--- config.mk ---
export PLATFORM = sky130hd
export DESIGN_NAME = dhf_dev_end_flat
export DESIGN_NICKNAME = d
export VERILOG_FILES = /design/src/dhf_pkg.sv /design/src/dhf_link_if.sv /design/src/dhf_dev_end.sv /design/src/flat_wrapper.sv
export SDC_FILE = /design/constraint.sdc
export NUM_CORES = 1
export LEC_CHECK = 0
export BUFFER_PORTS_ARGS = -buffer_cell sky130_fd_sc_hd__buf_4
export CAP_MARGIN = 10
export CELL_PAD_IN_SITES_DETAIL_PLACEMENT = 0
export CELL_PAD_IN_SITES_GLOBAL_PLACEMENT = 2
export CORE_MARGIN = 1.5
export CORE_UTILIZATION = 30
export DETAILED_ROUTE_END_ITERATION = 7
export HOLD_SLACK_MARGIN = 0.02
export PLACE_DENSITY_LB_ADDON = 0.1
export SETUP_SLACK_MARGIN = 0.1
export SLEW_MARGIN = 20
export SYNTH_ARGS = -nofsm -noshare
export SYNTH_HDL_FRONTEND = slang
export SYNTH_SLANG_ARGS = --single-unit
--- constraint.sdc ---
create_clock -name CLK_I -period 6 [get_ports CLK_I]
set_clock_uncertainty 0.05 [all_clocks]
set_input_delay 1.2 -clock CLK_I [delete_from_list [all_inputs] [get_ports CLK_I]]
set_output_delay 1.2 -clock CLK_I [all_outputs]
set_load 0.1 [all_outputs]
--- src/dhf_pkg.sv ---
// shared constants for the device-to-host status frame ends
package dhf_pkg;
    // frame type codes and lengths in words
    localparam logic [7:0] FIS_REG_D2H = 8'h34;
    localparam logic [7:0] FIS_SDB = 8'ha1;
    localparam logic [2:0] REG_LEN = 3'h5;
    localparam logic [2:0] SDB_LEN = 3'h2;
    localparam int MAX_WORDS = 5;
    // field positions inside word 0
    localparam int TYPE_POS = 0;
    localparam int IRQ_POS = 14;
    localparam int STAT_POS = 16;
    localparam int ERR_POS = 24;
    localparam int SDB_LO_POS = 16;
    localparam int SDB_HI_POS = 20;
    // status byte bit positions
    localparam int ST_BSY = 7;
    localparam int ST_DRQ = 3;
    localparam int ST_SERV = 4;
    // host shadow status after reset: busy
    localparam logic [7:0] SHADOW_ST_RST = 8'h80;
    // device register offsets (byte addresses)
    localparam logic [7:0] OFF_CTRL = 8'h00;
    localparam logic [7:0] OFF_STERR = 8'h04;
    localparam logic [7:0] OFF_LBA = 8'h08;
    localparam logic [7:0] OFF_LBAX = 8'h0c;
    localparam logic [7:0] OFF_SECT = 8'h10;
    localparam logic [7:0] OFF_EVT = 8'h14;
    localparam logic [7:0] OFF_MASK = 8'h18;
    // control register bits
    localparam int CT_SEND_REG = 0;
    localparam int CT_SEND_SDB = 1;
    localparam int CT_IRQ_PEND = 2;
    localparam int CT_SERV_PEND = 3;
    localparam int CT_CMD_SEEN = 4;
    localparam int CT_SH_DRQ = 8;
    localparam int CT_SH_BSY = 9;
    localparam int CT_TX_BUSY = 16;
    // event bits
    localparam int EV_REG_DONE = 0;
    localparam int EV_SDB_DONE = 1;
    localparam int EV_REFUSED = 2;
    localparam int EV_W = 3;
    // bus responses
    localparam logic [1:0] RESP_OKAY = 2'h0;
    localparam logic [1:0] RESP_SLVERR = 2'h2;
    typedef enum logic {TX_IDLE = 1'b0, TX_SEND = 1'b1} dhf_tx_t;
endpackage
--- src/dhf_link_if.sv ---
// word link carrying frames from device end to host end
`timescale 1ns/1ps
interface dhf_link_if;
    logic fis_valid;
    logic fis_ready;
    logic fis_last;
    logic [31:0] fis_data;
    modport dev (output fis_valid, output fis_last, output fis_data,
                 input fis_ready);
    modport hst (input fis_valid, input fis_last, input fis_data,
                 output fis_ready);
endinterface

--- src/dhf_dev_end.sv ---
// device end: builds register and set-bits frames from axi-lite registers
`timescale 1ns/1ps
// Summary of operation
// - frame type code sits in byte zero
// - register frame is type 34h, five words
// - status field carries value for shadow status
// - register frame alert flag follows own interrupt-pending state only
// - register frame sets service only while busy/drq
// - carried service flag mirrors pending service requests
// - host copies all register fields into shadows
// - host drops register frame when busy, drq clear
// - set-bits frame is type A1h, two words
// - host loads error and status groups 6:4, 2:0
// - set-bits frame never touches busy or drq
// - alert with busy, drq clear raises pending
// - service via set-bits frame also sets alert
module dhf_dev_end (
    input wire logic CLK_I,
    input wire logic RSTN_I,
    input wire logic CE_I,
    input wire logic [7:0] S_AXI_AWADDR_I,
    input wire logic S_AXI_AWVALID_I,
    output logic S_AXI_AWREADY_O,
    input wire logic [31:0] S_AXI_WDATA_I,
    input wire logic [3:0] S_AXI_WSTRB_I,
    input wire logic S_AXI_WVALID_I,
    output logic S_AXI_WREADY_O,
    output logic [1:0] S_AXI_BRESP_O,
    output logic S_AXI_BVALID_O,
    input wire logic S_AXI_BREADY_I,
    input wire logic [7:0] S_AXI_ARADDR_I,
    input wire logic S_AXI_ARVALID_I,
    output logic S_AXI_ARREADY_O,
    output logic [31:0] S_AXI_RDATA_O,
    output logic [1:0] S_AXI_RRESP_O,
    output logic S_AXI_RVALID_O,
    input wire logic S_AXI_RREADY_I,
    output logic IRQ_O,
    dhf_link_if.dev link
);
    function automatic logic [31:0] merge(input logic [31:0] old,
                                          input logic [31:0] nw,
                                          input logic [3:0] strb);
        logic [31:0] r;
        r = old;
        for (int i = 0; i < 4; i++) begin
            if (strb[i]) begin
                r[8*i +: 8] = nw[8*i +: 8];
            end
        end
        return r;
    endfunction

    function automatic logic mapped(input logic [7:0] a);
        return a == dhf_pkg::OFF_CTRL || a == dhf_pkg::OFF_STERR ||
               a == dhf_pkg::OFF_LBA || a == dhf_pkg::OFF_LBAX ||
               a == dhf_pkg::OFF_SECT || a == dhf_pkg::OFF_EVT ||
               a == dhf_pkg::OFF_MASK;
    endfunction

    logic aw_got_r, w_got_r, bvalid_r, rvalid_r;
    logic [7:0] aw_addr_r;
    logic [31:0] w_data_r, rdata_r;
    logic [3:0] w_strb_r;
    logic [1:0] bresp_r, rresp_r;
    logic irq_pend_r, serv_pend_r, sh_bsy_r, sh_drq_r;
    logic [15:0] sterr_r, sect_r;
    logic [31:0] lba_r;
    logic [23:0] lbax_r;
    logic [dhf_pkg::EV_W-1:0] evt_r, mask_r, evt_set, evt_clr;
    dhf_pkg::dhf_tx_t state_r;
    logic [31:0] frame_r [0:dhf_pkg::MAX_WORDS-1];
    logic [31:0] img [0:dhf_pkg::MAX_WORDS-1];
    logic [2:0] idx_r, len_r;
    logic kind_sdb_r, valid_r, last_r;
    logic [31:0] data_r;
    logic wr_fire, rd_fire, ctrl_wr, req_reg, req_sdb, req_any;
    logic start, refuse, word_go, irq_new, serv_new;
    logic [31:0] ctrl_word;
    logic [7:0] st_tx;

    // bus handshakes; ready and valid held low while the enable is low
    assign S_AXI_AWREADY_O = CE_I && !aw_got_r;
    assign S_AXI_WREADY_O = CE_I && !w_got_r;
    assign S_AXI_ARREADY_O = CE_I && !rvalid_r;
    assign S_AXI_BVALID_O = bvalid_r && CE_I;
    assign S_AXI_BRESP_O = bresp_r;
    assign S_AXI_RVALID_O = rvalid_r && CE_I;
    assign S_AXI_RDATA_O = rdata_r;
    assign S_AXI_RRESP_O = rresp_r;
    assign wr_fire = aw_got_r && w_got_r && !bvalid_r;
    assign rd_fire = S_AXI_ARVALID_I && S_AXI_ARREADY_O;

    always_ff @(posedge CLK_I or negedge RSTN_I) begin
        if (!RSTN_I) begin
            aw_got_r <= 1'b0;
            w_got_r <= 1'b0;
            aw_addr_r <= 8'h00;
            w_data_r <= 32'h0000_0000;
            w_strb_r <= 4'h0;
            bvalid_r <= 1'b0;
            bresp_r <= dhf_pkg::RESP_OKAY;
        end else if (CE_I) begin
            if (S_AXI_AWVALID_I && S_AXI_AWREADY_O) begin
                aw_got_r <= 1'b1;
                aw_addr_r <= S_AXI_AWADDR_I;
            end
            if (S_AXI_WVALID_I && S_AXI_WREADY_O) begin
                w_got_r <= 1'b1;
                w_data_r <= S_AXI_WDATA_I;
                w_strb_r <= S_AXI_WSTRB_I;
            end
            if (wr_fire) begin
                aw_got_r <= 1'b0;
                w_got_r <= 1'b0;
                bvalid_r <= 1'b1;
                bresp_r <= mapped(aw_addr_r) ? dhf_pkg::RESP_OKAY
                                             : dhf_pkg::RESP_SLVERR;
            end else if (bvalid_r && S_AXI_BREADY_I) begin
                bvalid_r <= 1'b0;
            end
        end
    end

    // send requests are pulses written into the control word, lane 0
    assign ctrl_wr = wr_fire && aw_addr_r == dhf_pkg::OFF_CTRL && w_strb_r[0];
    assign req_reg = ctrl_wr && w_data_r[dhf_pkg::CT_SEND_REG];
    assign req_sdb = ctrl_wr && w_data_r[dhf_pkg::CT_SEND_SDB] && !req_reg;
    assign req_any = req_reg || req_sdb;
    assign irq_new = w_data_r[dhf_pkg::CT_IRQ_PEND];
    assign serv_new = w_data_r[dhf_pkg::CT_SERV_PEND];
    // a register frame carrying service needs busy or drq at the host
    assign refuse = req_any && (state_r != dhf_pkg::TX_IDLE || (req_reg &&
                    serv_new && !sh_bsy_r && !sh_drq_r));
    assign start = req_any && !refuse;

    always_ff @(posedge CLK_I or negedge RSTN_I) begin
        if (!RSTN_I) begin
            irq_pend_r <= 1'b0;
            serv_pend_r <= 1'b0;
            sterr_r <= 16'h0000;
            lba_r <= 32'h0000_0000;
            lbax_r <= 24'h00_0000;
            sect_r <= 16'h0000;
            mask_r <= '0;
        end else if (CE_I && wr_fire) begin
            unique case (aw_addr_r)
                dhf_pkg::OFF_CTRL: begin
                    if (w_strb_r[0]) begin
                        irq_pend_r <= w_data_r[dhf_pkg::CT_IRQ_PEND];
                        serv_pend_r <= w_data_r[dhf_pkg::CT_SERV_PEND];
                    end
                end
                dhf_pkg::OFF_STERR: begin
                    sterr_r <= 16'(merge({16'h0000, sterr_r}, w_data_r,
                                         w_strb_r));
                end
                dhf_pkg::OFF_LBA: lba_r <= merge(lba_r, w_data_r, w_strb_r);
                dhf_pkg::OFF_LBAX: begin
                    lbax_r <= 24'(merge({8'h00, lbax_r}, w_data_r,
                                        w_strb_r));
                end
                dhf_pkg::OFF_SECT: begin
                    sect_r <= 16'(merge({16'h0000, sect_r}, w_data_r,
                                        w_strb_r));
                end
                dhf_pkg::OFF_MASK: begin
                    if (w_strb_r[0]) begin
                        mask_r <= w_data_r[dhf_pkg::EV_W-1:0];
                    end
                end
                default: ;
            endcase
        end
    end

    // device's view of the host's shadow busy and drq
    always_ff @(posedge CLK_I or negedge RSTN_I) begin
        if (!RSTN_I) begin
            sh_bsy_r <= dhf_pkg::SHADOW_ST_RST[dhf_pkg::ST_BSY];
            sh_drq_r <= dhf_pkg::SHADOW_ST_RST[dhf_pkg::ST_DRQ];
        end else if (CE_I) begin
            if (word_go && last_r && !kind_sdb_r) begin
                sh_bsy_r <= frame_r[0][dhf_pkg::STAT_POS + dhf_pkg::ST_BSY];
                sh_drq_r <= frame_r[0][dhf_pkg::STAT_POS + dhf_pkg::ST_DRQ];
            end else if (ctrl_wr && w_data_r[dhf_pkg::CT_CMD_SEEN]) begin
                sh_bsy_r <= 1'b1;
            end
        end
    end

    // flags follow the write asking for the frame, never stale bits
    always_comb begin
        st_tx = sterr_r[7:0];
        st_tx[dhf_pkg::ST_SERV] = serv_new;
    end

    // frame image; every position not written stays zero
    always_comb begin
        for (int i = 0; i < dhf_pkg::MAX_WORDS; i++) begin
            img[i] = 32'h0000_0000;
        end
        if (req_sdb) begin
            img[0][dhf_pkg::TYPE_POS +: 8] = dhf_pkg::FIS_SDB;
            img[0][dhf_pkg::SDB_LO_POS +: 3] = st_tx[2:0];
            img[0][dhf_pkg::SDB_HI_POS +: 3] = st_tx[6:4];
            // service through this frame always carries the alert
            img[0][dhf_pkg::IRQ_POS] = irq_new || serv_new;
            img[0][dhf_pkg::ERR_POS +: 8] = sterr_r[15:8];
        end else begin
            img[0][dhf_pkg::TYPE_POS +: 8] = dhf_pkg::FIS_REG_D2H;
            // no host irq-disable input: alert is never gated by it
            img[0][dhf_pkg::IRQ_POS] = irq_new;
            img[0][dhf_pkg::STAT_POS +: 8] = st_tx;
            img[0][dhf_pkg::ERR_POS +: 8] = sterr_r[15:8];
            img[1] = lba_r;
            img[2][23:0] = lbax_r;
            img[3][15:0] = sect_r;
        end
    end

    assign word_go = valid_r && link.fis_ready;

    // transmit sequencer; type code always leads in word 0
    always_ff @(posedge CLK_I or negedge RSTN_I) begin
        if (!RSTN_I) begin
            state_r <= dhf_pkg::TX_IDLE;
            for (int i = 0; i < dhf_pkg::MAX_WORDS; i++) begin
                frame_r[i] <= 32'h0000_0000;
            end
            idx_r <= 3'h0;
            len_r <= 3'h0;
            kind_sdb_r <= 1'b0;
            valid_r <= 1'b0;
            last_r <= 1'b0;
            data_r <= 32'h0000_0000;
        end else if (CE_I) begin
            unique case (state_r)
                dhf_pkg::TX_IDLE: begin
                    if (start) begin
                        frame_r <= img;
                        kind_sdb_r <= req_sdb;
                        len_r <= req_sdb ? dhf_pkg::SDB_LEN
                                         : dhf_pkg::REG_LEN;
                        idx_r <= 3'h0;
                        data_r <= img[0];
                        valid_r <= 1'b1;
                        last_r <= 1'b0;
                        state_r <= dhf_pkg::TX_SEND;
                    end
                end
                dhf_pkg::TX_SEND: begin
                    if (word_go) begin
                        if (last_r) begin
                            valid_r <= 1'b0;
                            last_r <= 1'b0;
                            state_r <= dhf_pkg::TX_IDLE;
                        end else begin
                            idx_r <= idx_r + 3'h1;
                            data_r <= frame_r[idx_r + 3'h1];
                            last_r <= (idx_r + 3'h2) == len_r;
                        end
                    end
                end
            endcase
        end
    end

    assign link.fis_valid = valid_r;
    assign link.fis_last = last_r;
    assign link.fis_data = data_r;

    // sticky events; a read clears, a new event in that cycle survives
    always_comb begin
        evt_set = '0;
        evt_set[dhf_pkg::EV_REG_DONE] = word_go && last_r && !kind_sdb_r;
        evt_set[dhf_pkg::EV_SDB_DONE] = word_go && last_r && kind_sdb_r;
        evt_set[dhf_pkg::EV_REFUSED] = refuse;
        evt_clr = (rd_fire && S_AXI_ARADDR_I == dhf_pkg::OFF_EVT) ?
                  '1 : '0;
    end

    always_ff @(posedge CLK_I or negedge RSTN_I) begin
        if (!RSTN_I) begin
            evt_r <= '0;
        end else if (CE_I) begin
            evt_r <= (evt_r & ~evt_clr) | evt_set;
        end
    end

    assign IRQ_O = |(evt_r & mask_r);

    always_comb begin
        ctrl_word = 32'h0000_0000;
        ctrl_word[dhf_pkg::CT_IRQ_PEND] = irq_pend_r;
        ctrl_word[dhf_pkg::CT_SERV_PEND] = serv_pend_r;
        ctrl_word[dhf_pkg::CT_SH_DRQ] = sh_drq_r;
        ctrl_word[dhf_pkg::CT_SH_BSY] = sh_bsy_r;
        ctrl_word[dhf_pkg::CT_TX_BUSY] = state_r != dhf_pkg::TX_IDLE;
    end

    always_ff @(posedge CLK_I or negedge RSTN_I) begin
        if (!RSTN_I) begin
            rvalid_r <= 1'b0;
            rdata_r <= 32'h0000_0000;
            rresp_r <= dhf_pkg::RESP_OKAY;
        end else if (CE_I) begin
            if (rd_fire) begin
                rvalid_r <= 1'b1;
                rresp_r <= mapped(S_AXI_ARADDR_I) ? dhf_pkg::RESP_OKAY
                                                  : dhf_pkg::RESP_SLVERR;
                unique case (S_AXI_ARADDR_I)
                    dhf_pkg::OFF_CTRL: rdata_r <= ctrl_word;
                    dhf_pkg::OFF_STERR: rdata_r <= {16'h0000, sterr_r};
                    dhf_pkg::OFF_LBA: rdata_r <= lba_r;
                    dhf_pkg::OFF_LBAX: rdata_r <= {8'h00, lbax_r};
                    dhf_pkg::OFF_SECT: rdata_r <= {16'h0000, sect_r};
                    dhf_pkg::OFF_EVT: rdata_r <= {29'h0, evt_r};
                    dhf_pkg::OFF_MASK: rdata_r <= {29'h0, mask_r};
                    default: rdata_r <= 32'h0000_0000;
                endcase
            end else if (rvalid_r && S_AXI_RREADY_I) begin
                rvalid_r <= 1'b0;
            end
        end
    end
endmodule

--- src/flat_wrapper.sv ---
// flat-port wrapper written by rule: the top's interface ports become plain ports
module dhf_dev_end_flat 
  (CLK_I, RSTN_I, CE_I, S_AXI_AWADDR_I, S_AXI_AWVALID_I, S_AXI_AWREADY_O, S_AXI_WDATA_I, S_AXI_WSTRB_I, S_AXI_WVALID_I, S_AXI_WREADY_O, S_AXI_BRESP_O, S_AXI_BVALID_O, S_AXI_BREADY_I, S_AXI_ARADDR_I, S_AXI_ARVALID_I, S_AXI_ARREADY_O, S_AXI_RDATA_O, S_AXI_RRESP_O, S_AXI_RVALID_O, S_AXI_RREADY_I, IRQ_O, link_fis_valid, link_fis_last, link_fis_data, link_fis_ready);
  dhf_link_if link_i ();
  input wire logic CLK_I;
  input wire logic RSTN_I;
  input wire logic CE_I;
  input wire logic [7:0] S_AXI_AWADDR_I;
  input wire logic S_AXI_AWVALID_I;
  output logic S_AXI_AWREADY_O;
  input wire logic [31:0] S_AXI_WDATA_I;
  input wire logic [3:0] S_AXI_WSTRB_I;
  input wire logic S_AXI_WVALID_I;
  output logic S_AXI_WREADY_O;
  output logic [1:0] S_AXI_BRESP_O;
  output logic S_AXI_BVALID_O;
  input wire logic S_AXI_BREADY_I;
  input wire logic [7:0] S_AXI_ARADDR_I;
  input wire logic S_AXI_ARVALID_I;
  output logic S_AXI_ARREADY_O;
  output logic [31:0] S_AXI_RDATA_O;
  output logic [1:0] S_AXI_RRESP_O;
  output logic S_AXI_RVALID_O;
  input wire logic S_AXI_RREADY_I;
  output logic IRQ_O;
  output wire logic [$bits(link_i.fis_valid)-1:0] link_fis_valid;
  output wire logic [$bits(link_i.fis_last)-1:0] link_fis_last;
  output wire logic [$bits(link_i.fis_data)-1:0] link_fis_data;
  input wire logic [$bits(link_i.fis_ready)-1:0] link_fis_ready;
  assign link_fis_valid = link_i.fis_valid;
  assign link_fis_last = link_i.fis_last;
  assign link_fis_data = link_i.fis_data;
  assign link_i.fis_ready = link_fis_ready;
  dhf_dev_end u_core (.CLK_I(CLK_I), .RSTN_I(RSTN_I), .CE_I(CE_I), .S_AXI_AWADDR_I(S_AXI_AWADDR_I), .S_AXI_AWVALID_I(S_AXI_AWVALID_I), .S_AXI_AWREADY_O(S_AXI_AWREADY_O), .S_AXI_WDATA_I(S_AXI_WDATA_I), .S_AXI_WSTRB_I(S_AXI_WSTRB_I), .S_AXI_WVALID_I(S_AXI_WVALID_I), .S_AXI_WREADY_O(S_AXI_WREADY_O), .S_AXI_BRESP_O(S_AXI_BRESP_O), .S_AXI_BVALID_O(S_AXI_BVALID_O), .S_AXI_BREADY_I(S_AXI_BREADY_I), .S_AXI_ARADDR_I(S_AXI_ARADDR_I), .S_AXI_ARVALID_I(S_AXI_ARVALID_I), .S_AXI_ARREADY_O(S_AXI_ARREADY_O), .S_AXI_RDATA_O(S_AXI_RDATA_O), .S_AXI_RRESP_O(S_AXI_RRESP_O), .S_AXI_RVALID_O(S_AXI_RVALID_O), .S_AXI_RREADY_I(S_AXI_RREADY_I), .IRQ_O(IRQ_O), .link(link_i));
endmodule
# After elaboration in Yosys (flattened, before gate mapping)
# Index checks and enable logic that the tools add are counted.
[totals]
register_bits = 321
latchBits = 0
ram_bits = 0
romBits = 0
input_bits = 61
mem_count = 0
[classes]
add_sub_neg = 2
mul = 0
div_mod_pow = 0
order_cmp = 1
eq_ne = 17
shift = 0
muxes = 45
bitwise = 6
reduce_logical = 88
[op_table]
columns = ["op", "n"]
rows = [
  ["case mux 32 bit (7 select lines)", 1],
  ["two-way mux 32 bit", 6],
  ["binary-select mux 32 bit (select 3 bit)", 1],
  ["case mux 32 bit (2 select lines)", 1],
  ["== test 8 x 5 -> 1 bit (second input constant)", 6],
  ["AND reduction 3 bit", 15],
  ["== test 8 x 4 -> 1 bit (second input constant)", 4],
  ["logical AND 1 bit", 29],
  ["two-way mux 24 bit", 1],
  ["two-way mux 1 bit", 22],
  ["AND reduction 2 bit", 10],
  ["== test 8 x 3 -> 1 bit (second input constant)", 2],
  ["logical NOT 8 bit", 2],
  ["two-way mux 16 bit", 1],
  ["logical OR 1 bit", 15],
  ["two-way mux 3 bit", 5],
  ["nonzero test 2 bit", 5],
  ["logical NOT 1 bit", 9],
  ["two-way mux 8 bit", 1],
  ["AND reduction 4 bit", 2],
  ["bitwise AND 3 bit", 2],
  ["inequality test 2 bit (second input constant)", 3],
  ["case mux 1 bit (2 select lines)", 3],
  ["case mux 3 bit (2 select lines)", 1],
  ["other kinds (11)", 12],
]

# Depth between registers and ports, before layout
# Gate-level depths: netlist of run 1.
[depth]
ltp_word = 14
mapped_depth = 9
ltp_nobuf = 6

# Worst setup path before layout of run 1
# OpenSTA, ideal clock, no wires.
[synth_path]
path_kind = "input to output"
from = "in CE_I"
to = "out S_AXI_AWREADY_O"
t_arrival_ns = 2.816
slack_ns = 1.934
path_stages = 2
n_path_buf = 1
cell_sequence = "clkbuf_1 -> nor2b_1"
[synth_via]
elab_chain_len = 1
[synth_rtl]
columns = ["item", "line", "source"]
rows = [
  ["start, declared", "flat_wrapper.sv:7", "input wire logic CE_I;"],
  ["logical AND 1 bit", "dhf_dev_end.sv:83", "assign S_AXI_AWREADY_O = CE_I && !aw_got_r;"],
  ["end, declared", "flat_wrapper.sv:10", "output logic S_AXI_AWREADY_O;"],
]
# No other way between the ends.

# Worst setup path after layout of run 1
[layout_path]
from = "reg u_core.w_strb_r[0]"
to = "reg u_core.data_r[19] (netlist: u_core.link.fis_data[19])"
[layout_via]
elab_chain_len = 11
word_cells_on_any_way = 18
[layout_rtl]
columns = ["item", "line", "source"]
rows = [
  ["start, declared", "dhf_dev_end.sv:64", "logic [3:0] w_strb_r;"],
  ["start signal, assigned", "dhf_dev_end.sv:100", "w_strb_r <= 4'h0;"],
  ["start signal, assigned", "dhf_dev_end.sv:111", "w_strb_r <= S_AXI_WSTRB_I;"],
  ["logical AND 1 bit (*)", "dhf_dev_end.sv:126", "assign ctrl_wr = wr_fire && aw_addr_r == dhf_pkg::OFF_CTRL && w_strb_r[0];"],
  ["logical AND 1 bit", "dhf_dev_end.sv:127", "assign req_reg = ctrl_wr && w_data_r[dhf_pkg::CT_SEND_REG];"],
  ["logical AND 1 bit", "dhf_dev_end.sv:133", "assign refuse = req_any && (state_r != dhf_pkg::TX_IDLE || (req_reg &&"],
  ["logical AND 1 bit (2 in a row)", "dhf_dev_end.sv:134", "serv_new && !sh_bsy_r && !sh_drq_r));"],
  ["logical OR 1 bit", "dhf_dev_end.sv:133", ""],
  ["logical AND 1 bit", "dhf_dev_end.sv:133", ""],
  ["logical NOT 1 bit", "dhf_dev_end.sv:135", "assign start = req_any && !refuse;"],
  ["logical AND 1 bit", "dhf_dev_end.sv:135", ""],
  ["inequality test 2 x 1 -> 1 bit (no line)", "-", ""],
  ["AND reduction 4 bit (no line)", "-", ""],
  ["end signal, assigned", "dhf_dev_end.sv:246", "data_r <= img[0];"],
  ["end signal, assigned", "dhf_dev_end.sv:260", "data_r <= frame_r[idx_r + 3'h1];"],
  ["end, declared", "dhf_dev_end.sv:76", "logic [31:0] data_r;"],
]
# Every way passes the cells marked *; elsewhere a longest branch is shown, timed or not. The select of a mux whose other input is x is not followed.
# A chain may end at the register's enable or synchronous reset.

==> results of run 1 <==
[critical path: cells and delay by family, from the launching register on]
family,cells,cell delay [ns]
DFF,1,0.51
muxes,1,0.13
buffers and inverters,1,0.65
and+or+nand+nor,3,1.56
AOI/OAI and AO/OA,1,0.49
[through the flow]
step,std cells,utilization,hold WS (ns)
after detailed placement,1825,0.340,0.400
after floorplan,1170,-,0.379
final,1892,0.367,0.416
after global routing,1892,0.367,0.441
after CTS,1892,0.367,0.416
after global placement,1825,0.339,0.404
[layer usage]
metal  global-route usage  vias to the layer above  part of all wire
met5                    0                        -                 0
li1                     -                     4367                 -
met3               0.0376                       40             0.047
met1                0.286                     4741              0.51
met2                0.264                      184              0.43
met4               0.0431                        0             0.017
[path summary, 6_finish.rpt]
kind / end / cells past startpoint
setup / recovery: u_core.link.fis_data[19] / 6
hold / removal: u_core.frame_r[133] / 1
setup reg to reg: u_core.link.fis_data[19] / 6
hold reg to reg: u_core.frame_r[133] / 1
max in group asynchronous: u_core.lbax_r[20] / 2
min in group asynchronous: u_core.link.fis_data[13] / 1
[power groups by stage]
| stage | clock, mW | combinational [mW] | sequential [mW] |
|---|---|---|---|
| after global routing | 2.40 | 1.70 | 2.76 |
| after CTS | 2.31 | 1.61 | 2.72 |
| after global placement | 0 | 1.60 | 2.75 |
| final | 2.22 | 1.59 | 2.72 |
| after detailed placement | 0 | 1.61 | 2.76 |
| after floorplan | 0 | 0.762 | 3.05 |
[cell type report]
type | count | share of cell area
well taps | 592 | 0.0454
clock buffers | 60 | 0.0702
flip-flops and latches | 310 | 0.475
inverters | 6 | 0.00138
repair buffers | 144 | 0.0682
multi-input cells | 773 | 0.336
clock inverters | 7 | 0.00330
[registers in the layout (all words and copies together), names as in the netlist, 2 cells and up]
register,cells
u_core.aw_addr_r,8
u_core.frame_r,90
u_core.sect_r,16
u_core.lba_r,32
u_core.S_AXI_RDATA_O,32
u_core.lbax_r,24
u_core.evt_r,3
u_core.sterr_r,16
u_core.mask_r,3
u_core.len_r,2
u_core.w_strb_r,4
u_core.w_data_r,32
u_core.idx_r,3
u_core.link.fis_data,32
[cells in the final DEF, fill, tap and decap left out, drive strengths merged, types with 3 or more instances in the layout]
| master | count |
|---|---|
| a21oi | 22 |
| a221oi | 6 |
| a22o | 6 |
| a22oi | 29 |
| a31oi | 7 |
| and2 | 4 |
| and3 | 6 |
| and3b | 4 |
| and4b | 3 |
| buf | 144 |
| clkbuf | 60 |
| clkinv | 5 |
| dfrtp | 309 |
| inv | 8 |
| mux2 | 185 |
| mux2i | 24 |
| mux4 | 10 |
| nand2 | 216 |
| nand3 | 19 |
| nand3b | 4 |
| nand4 | 4 |
| nor2 | 31 |
| nor2b | 13 |
| nor3 | 6 |
| o21ai | 117 |
| o2bb2ai | 13 |
| o31ai | 3 |
| o41ai | 11 |
[cell families (layout without fill, tap and decap cells)]
group	Yosys count	after routing	share of synthesized area
DFF	310	310	0.570
other	1	2	0.000276
xor gates and xnor gates	1	1	0.000644
muxes	219	219	0.187
and+or+nand+nor	324	324	0.110
AOI/OAI and AO/OA	226	226	0.103
buffers and inverters	87	217	0.0279
adders and majority gates	1	1	0.000920
==> impl_metrics.toml, run 1 <==
[min_path]
hp-class = "flip-flop to flip-flop"
worstHoldStart = "u_core.frame_r[133]"

[route]
drt-vias-per-instance = 4.93
drt_first_iter_violations = 527
drtPass1Iterations = 7
drc = 0
num_vias = 9332
antenna_left = 0
totalWireLength_um = 42600
wl_per_cell_um = 22.5

[sta]
hold_viol_final = 0
rsz0062_at_grt = "false"
max-slew-margin-rel = 0.271
tightestPinTransition_ns = 1.09
fin_tns_setup_ns = 0
max_freq_mhz = 276
drv_slew = 0
min_period_over_period = 0.604
timing.final.ws_setup_ns = 2.38
setup_viol = 0
fin_crit_ns = 3.62

[die]
io_pins = 137
die_h_um = 216
die_x_um = 216
core_area_um2 = 44500
fp-row-count = 77
start_util = 0.306
dieArea_um2 = 46600

[clock_network]
ctsResizeCount = 0
cts_hold_buf = 0
cts_tree = "yes"
clock_sinks = 310
worstSkewPairLatency_ns = 0.56
cts_root_buf = "clkbuf_16"
htreeDepth = 2
cts_buffer_depth = 3
clkTransAtPathRegs_ns = 0.05
numCtsBuffers = 39
cts_setup_buffers = 0

[cells_and_area]
antenna_cells = 0
area_growth_syn_to_layout_pct = 20.0
nFillCells = 4496
final_nets = 1336
seq_area_um2 = 7760
design_area_um2 = 16300
multiInputGateArea_um2 = 5480
drive_gt1_frac = 0.312

[synth]
synth.largest_area_cell = "dfrtp_1"
ys_seq_area_frac = 0.570
synth.distinct_cells = 58
synth_top_area_share = 0.569
synthCells = 1169
yosysMostFrequentCell = "dfrtp_1"
synth_common_cells = "309 x dfrtp_1, 212 x nand2_1, 182 x mux2_2"
synthArstFlopShare = 1.00
yosys-top-cells-area = "dfrtp_1 57%, mux2_2 15%, nand2_1 5.9%"
synth-main-ff-cell = "dfrtp_1"
syn_area_per_cell_um2 = 11.6
yosys_register_bits = 310
synth_edf_count = 0
yosys_warnings = 0
syn_area_um2 = 13600

[worst_setup_path]
max_stage_delay_ns = 0.78
reg2reg_slack_ns = 2.38
crit_fanout = 60
worst_setup_path_start_kind = "flip-flop"
path_class = "flip-flop to flip-flop"
rr_startpoint = "u_core.w_strb_r[0]"
arrival_ns = 3.97
path_cells = "nor3b_4 > and4_1 > nand3b_1 > buf_4 > a31oi_1 > mux2i_1"
cp-end-kind = "flip-flop"
crit_path_start = "u_core.w_strb_r[0]"
slowest_stage = "nand3b_1"
crit_required_ns = 6.35

[power_and_ir_drop]
cell_internal_pwr_mw = 4.22
seq_power_share = 0.416
total_power_mw = 6.53
pwr-share-clk = 0.340
ir_drop_uv = 298
power.switching_mw = 2.32
switching_share = 0.354
power_density_nw_per_um2 = 400
cellLeakagePower_nw = 7.49
combinationalPowerShare = 0.244

[grt]
grt_pass1_wl_um = 64300
grt_pass1_vias = 9445
antenna_found_initial = 0
overflow = 0
grt_max_degree = 142
gr-usage-all-layers = 0.186

[status]
status = "complete, no violations"

[place]
portBuffers = 134
gp_congestion = 0.757
dpl-instance-area_um2 = 15100
dp.final_hpwl_um = 29600
preCtsSetupSlack_ns = 1.82

[job]
drv_cap = 0
No activity file was read; power rests on OpenSTA's default activity.
==> inputs of run 2 (changes only) <==
- ABC_AREA: default -> 1
- clock period: 6 -> 3.8 ns (I/O delays scaled with it)
==> impl_metrics.toml, run 2 <==
[status]
status = "complete, no violations"

[worst_setup_path]
path_cells = "nor2_2 > nand2_2 > nor2_4 > nand3_1 > nand2_1 > inv_2 > nand2_4 > nand2_4 > nand2_2 > nand2_1 > nand2_1"
reg2reg_slack_ns = 0.94
critical_path.top_delay_family = "simple AND/OR/NAND/NOR gates"
worst_setup_path_start_kind = "flip-flop"
max_stage_delay_ns = 0.62
crit_required_ns = 4.24
rr_endpoint = "u_core.link.fis_data[14]"
slowest_stage = "nand2_2"
critPathBufInv = 1
r2r_cells = 11
rr_startpoint = "u_core.aw_addr_r[1]"
path_class = "flip-flop to flip-flop"
arrival_ns = 3.29
crit_fanout = 45
cp-end-kind = "flip-flop"
crit_top_cell = "nand2_1"

[route]
drc = 0
drt_first_iter_violations = 740
drt-vias-per-instance = 4.76
totalWireLength_um = 44800
antenna_left = 0
num_vias = 11100
drtPass1Iterations = 5
wl_per_cell_um = 19.2

[synth]
synth-main-ff-cell = "dfrtp_1"
synth.largest_area_cell = "dfrtp_1"
yosys_warnings = 0
ys_seq_area_frac = 0.575
yosysMostFrequentCell = "nand2_1"
synth-adder-area-share = 0.000927
synth_edf_count = 0
yosys.area_share.simple = 0.233
syn_area_um2 = 13500
syn_area_per_cell_um2 = 8.43
synth.distinct_cells = 42
synth_compound_area_frac = 0.120
synth_xor_area_frac = 0.00130
yosys_register_bits = 310
synth_top_family_by_area = "simple AND/OR/NAND/NOR gates"
synthMuxAreaShare = 0.00742
synthCells = 1600
synthArstFlopShare = 1.00
synth_common_cells = "535 x nand2_1, 309 x dfrtp_1, 192 x o21ai_0"
yosys-top-cells-area = "dfrtp_1 57%, nand2_1 15%, o21ai_0 7.1%"
synth_top_area_share = 0.573

[cells_and_area]
max_flop_register = "u_core.frame_r"
final_cell_mix = "534 x nand2_1, 308 x dfrtp_1, 192 x o21ai_0, 151 x buf_4, 122 x nand3_1"
fin_util = 0.369
drive_gt1_frac = 0.140
largest_reg_flops = 90
nFillCells = 4648
antenna_cells = 0
area_growth_syn_to_layout_pct = 21.1
multiInputGateArea_um2 = 4930
final_nets = 1775
seq_area_um2 = 7760
final_common_cell = "nand2_1"

[sta]
fin_crit_ns = 2.86
min_period_over_period = 0.751
max_freq_mhz = 350
drv_slew = 0
hold_viol_final = 0
fin_tns_setup_ns = 0
tightestPinTransition_ns = 1.04
setup_viol = 0
timing.final.ws_setup_ns = 0.944
max-slew-margin-rel = 0.302
rsz0062_at_grt = "false"

[power_and_ir_drop]
power_density_nw_per_um2 = 568
cellLeakagePower_nw = 8.13
ir_drop_uv = 326
total_power_mw = 9.28

[clock_network]
cts_tree = "yes"
htreeDepth = 2
clkTransAtPathRegs_ns = 0.06
cts_root_buf = "clkbuf_16"
numCtsBuffers = 39
cts_buffer_depth = 3
worstSkewPairLatency_ns = 0.55
ctsResizeCount = 0
cts_setup_buffers = 0
clock_sinks = 310
cts_hold_buf = 0

[grt]
antenna_found_initial = 0
grt_pass1_vias = 10800
use_met3 = 0.0296
grt_max_degree = 83
met2_usage = 0.268
gr-usage-all-layers = 0.197
grtUsageMet1 = 0.316
grt.busiest_layer = "met1"
overflow = 0
grt_pass1_wl_um = 69600

[place]
dp.final_hpwl_um = 31200
gp_congestion = 0.757
portBuffers = 134
preCtsSetupSlack_ns = 0.765

[job]
drv_cap = 0

[die]
core_area_um2 = 44300
dieArea_um2 = 46200
fp-row-count = 77
die_x_um = 215
io_pins = 137
start_util = 0.304
die_h_um = 215

[min_path]
hp-class = "input port to asynchronous set/reset pin"
[run 2: cell count changes after synthesis, sizes merged, moves of 13 or more]
cell / previous run / this run
a21oi: 22 / 60
a22oi: 29 / 10
inv: 6 / 116
mux2: 185 / 8
mux2i: 24 / 1
nand2: 216 / 540
nand3: 19 / 123
nor2: 31 / 87
nor2b: 13 / 0
o21ai: 117 / 210
o2bb2ai: 13 / 0
[run 2: area by class of cell]
class | instances | share of cell area
clock inverter | 11 | 0.00881
clock buffer | 53 | 0.0680
tap | 592 | 0.0453
inverter | 118 | 0.0271
sequential | 310 | 0.475
multi-input combinational | 1089 | 0.302
timing repair buffer | 155 | 0.0740
[run 2: stage by stage]
| step | std cells | area [µm²] | hold WS (ns) |
|---|---|---|---|
| after CTS | 2328 | 16300 | 0.180 |
| after global routing | 2328 | 16300 | 0.194 |
| after detailed placement | 2264 | 15100 | 0.391 |
| final | 2328 | 16300 | 0.156 |
| after global placement | 2264 | 15100 | 0.389 |
| after floorplan | 1601 | 13500 | 0.373 |
[run 2: layer usage]
layer / up-vias / part of all wire
li1: 5389 / -
met3: 63 / 0.048
met4: 0 / 0.024
met1: 5355 / 0.53
met2: 274 / 0.40
met5: - / 0
[run 2: worst max-delay path by stage]
| stage | depth (start not counted) | to | start | slack (ns) |
|---|---|---|---|---|
| 6_report | 11 | u_core.link.fis_data[14] | u_core.aw_addr_r[1] | 0.94 |
| 5_1_grt | 11 | u_core.link.fis_data[25] | u_core.aw_addr_r[1] | 0.59 |
| 4_1_cts | 11 | u_core.link.fis_data[15] | u_core.aw_addr_r[1] | 0.84 |
| 3_5_place_dp | 8 | u_core.link.fis_data[15] | CE_I | 0.77 |
| 3_3_place_gp | 8 | u_core.link.fis_data[24] | CE_I | 0.82 |
| 2_1_floorplan | 7 | u_core.S_AXI_RDATA_O[29] | CE_I | 0.58 |
[run 2: logic make-up (layout without fill, tap and decap cells)]
kind of cell	count (synthesis)	after routing
other	1	2
AND/OR/NAND/NOR	767	767
XOR/XNOR	2	2
buffers and inverters	202	337
multiplexers	9	9
adder cells (fa/ha/maj)	1	1
flip-flops	310	310
AO/OA/AOI/OAI	308	308
[run 2: power by group]
part	internal (mW)	switching, mW
clock	2.24	1.47
sequential	3.73	0.288
combinational	0.388	1.16
total	6.36	2.92
==> inputs of run 3 (changes only) <==
- ABC_AREA: 1 -> 0
- clock period: 3.8 -> 2.7 ns (I/O delays scaled with it)
==> impl_metrics.toml, run 3 (synthesis gave the netlist of run 1 again) <==
[status]
status = "complete, no violations"

[worst_setup_path]
worst_setup_path_start_kind = "flip-flop"
rr_startpoint = "u_core.aw_addr_r[1]"
rr_endpoint = "u_core.link.fis_data[7]"
crit_required_ns = 3.13
reg2reg_slack_ns = 0.22
endpoint = "u_core.link.fis_data[7]"
arrival_ns = 2.92
crit_path_start = "u_core.aw_addr_r[1]"
r2r_cells = 6
path_class = "flip-flop to flip-flop"
crit_fanout = 15
cp-end-kind = "flip-flop"

[sta]
fin_crit_ns = 2.48
max-slew-margin-rel = 0.428
rsz0062_at_grt = "false"
drv_slew = 0
max_freq_mhz = 403
setup_viol = 0
hold_viol_final = 0
tightestPinTransition_ns = 0.858
min_period_over_period = 0.920
fin_tns_setup_ns = 0

[clock_network]
cts_tree = "yes"
clkTransAtPathRegs_ns = 0.06
htreeDepth = 2
clock_sinks = 310
cts_setup_buffers = 0
numCtsBuffers = 38
cts_buffer_depth = 3
worstSkewPairLatency_ns = 0.55
cts_root_buf = "clkbuf_16"

[route]
antenna_left = 0
totalWireLength_um = 43500
drtPass1Iterations = 5
wl_per_cell_um = 22.4
drt_first_iter_violations = 418
drt-vias-per-instance = 4.94
num_vias = 9562
drc = 0

[cells_and_area]
largest_reg_flops = 90
area_growth_syn_to_layout_pct = 23.1
drive_gt1_frac = 0.337
final_cell_mix = "309 x dfrtp_1, 212 x nand2_1, 182 x mux2_2, 176 x buf_4, 117 x o21ai_0"
stdcell_count = 1937
max_flop_register = "u_core.frame_r"
final_nets = 1377
design_area_um2 = 16700
final_common_cell = "dfrtp_1"

[place]
dpl.cell_count = 1866
gp_congestion = 0.750
dp.final_hpwl_um = 31300
portBuffers = 134
dpl-instance-area_um2 = 15500

[die]
fp-row-count = 77
die_h_um = 216
io_pins = 137
dieArea_um2 = 46600
start_util = 0.306
die_x_um = 216
core_area_um2 = 44500

[grt]
gr-usage-all-layers = 0.190
grt_pass1_wl_um = 66500
grt_max_degree = 172
grt_pass1_vias = 10000
antenna_found_initial = 0
overflow = 0

[min_path]
hp-class = "input port to flip-flop"

[power_and_ir_drop]
power_density_nw_per_um2 = 886
ir_drop_uv = 653
cellLeakagePower_nw = 7.74
total_power_mw = 14.8

[job]
drv_cap = 0
## run 3: cell types whose count changed in the layout (fill, tap and decap cells not counted), moves of 19 or more
cell     previous run  this run
buf_4             151       176
mux2i_1             1        24
inv_1             114         6
nor2_1             81        30
a22oi_1            10        29
o21ai_0           192       117
nand2_1           534       212
mux2_2              8       182
nand3_1           122        18
a21oi_1            60        21
## run 3: worst min path at each step
stage / from / to / slack (ns) / cells past startpoint
global route: S_AXI_RREADY_I / u_core.rvalid_r / 0.11 / 2
CTS: S_AXI_RREADY_I / u_core.rvalid_r / 0.09 / 2
floorplan: RSTN_I / u_core.S_AXI_BRESP_O[1] / 0.19 / 0
finish: S_AXI_RREADY_I / u_core.rvalid_r / 0.13 / 2
global placement: u_core.frame_r[133] / u_core.frame_r[133] / 0.40 / 1
detailed placement: u_core.frame_r[133] / u_core.frame_r[133] / 0.40 / 1
## run 3: per-stage QoR
step | utilization | hold slack [ns] | setup slack, ns
floorplan | - | 0.194 | 0.212
global placement | 0.348 | 0.396 | 0.214
detailed placement | 0.348 | 0.405 | 0.177
CTS | 0.376 | 0.0902 | 0.215
global route | 0.376 | 0.105 | 0.181
finish | 0.376 | 0.125 | 0.216
## run 3: critical path, stage by stage (launching register included)
cell and delay [ns]:
dfrtp_1 0.40, nor4_1 0.43, and4_1 0.40, nand3b_1 0.30, buf_4 0.30, o21ai_0 0.31
mux2_2 0.21
## run 3: final cells by class
cell class	count	area [µm²]
Sequential cell	310	7760
Antenna cell	2	5.00
Tap cell	592	741
Clock buffer	60	1190
Fill cell	4452	27800
Clock inverter	8	42.5
Inverter	6	22.5
Timing Repair Buffer	186	1510
Multi-Input combinational cell	773	5480
## run 3: timing repair
item / 4_1_cts / 5_1_grt
endpoints found under the hold margin: 55 / 0
hold buffers: 1 / 0
setup endpoints to repair: 0 / 8
resized for setup: 0 / 1
## run 3: power breakdown
| part | leakage [nW] | internal, mW | switching (mW) |
|---|---|---|---|
| combinational | 2.96 | 1.30 | 2.46 |
| clock | 0.609 | 3.01 | 2.01 |
| sequential | 4.17 | 5.30 | 0.755 |
## run 3: layer usage
layer  track usage  wire (µm)
met5             0          0
met2         0.275      18700
met4        0.0530        827
met3        0.0330       1970
met1         0.289      22000
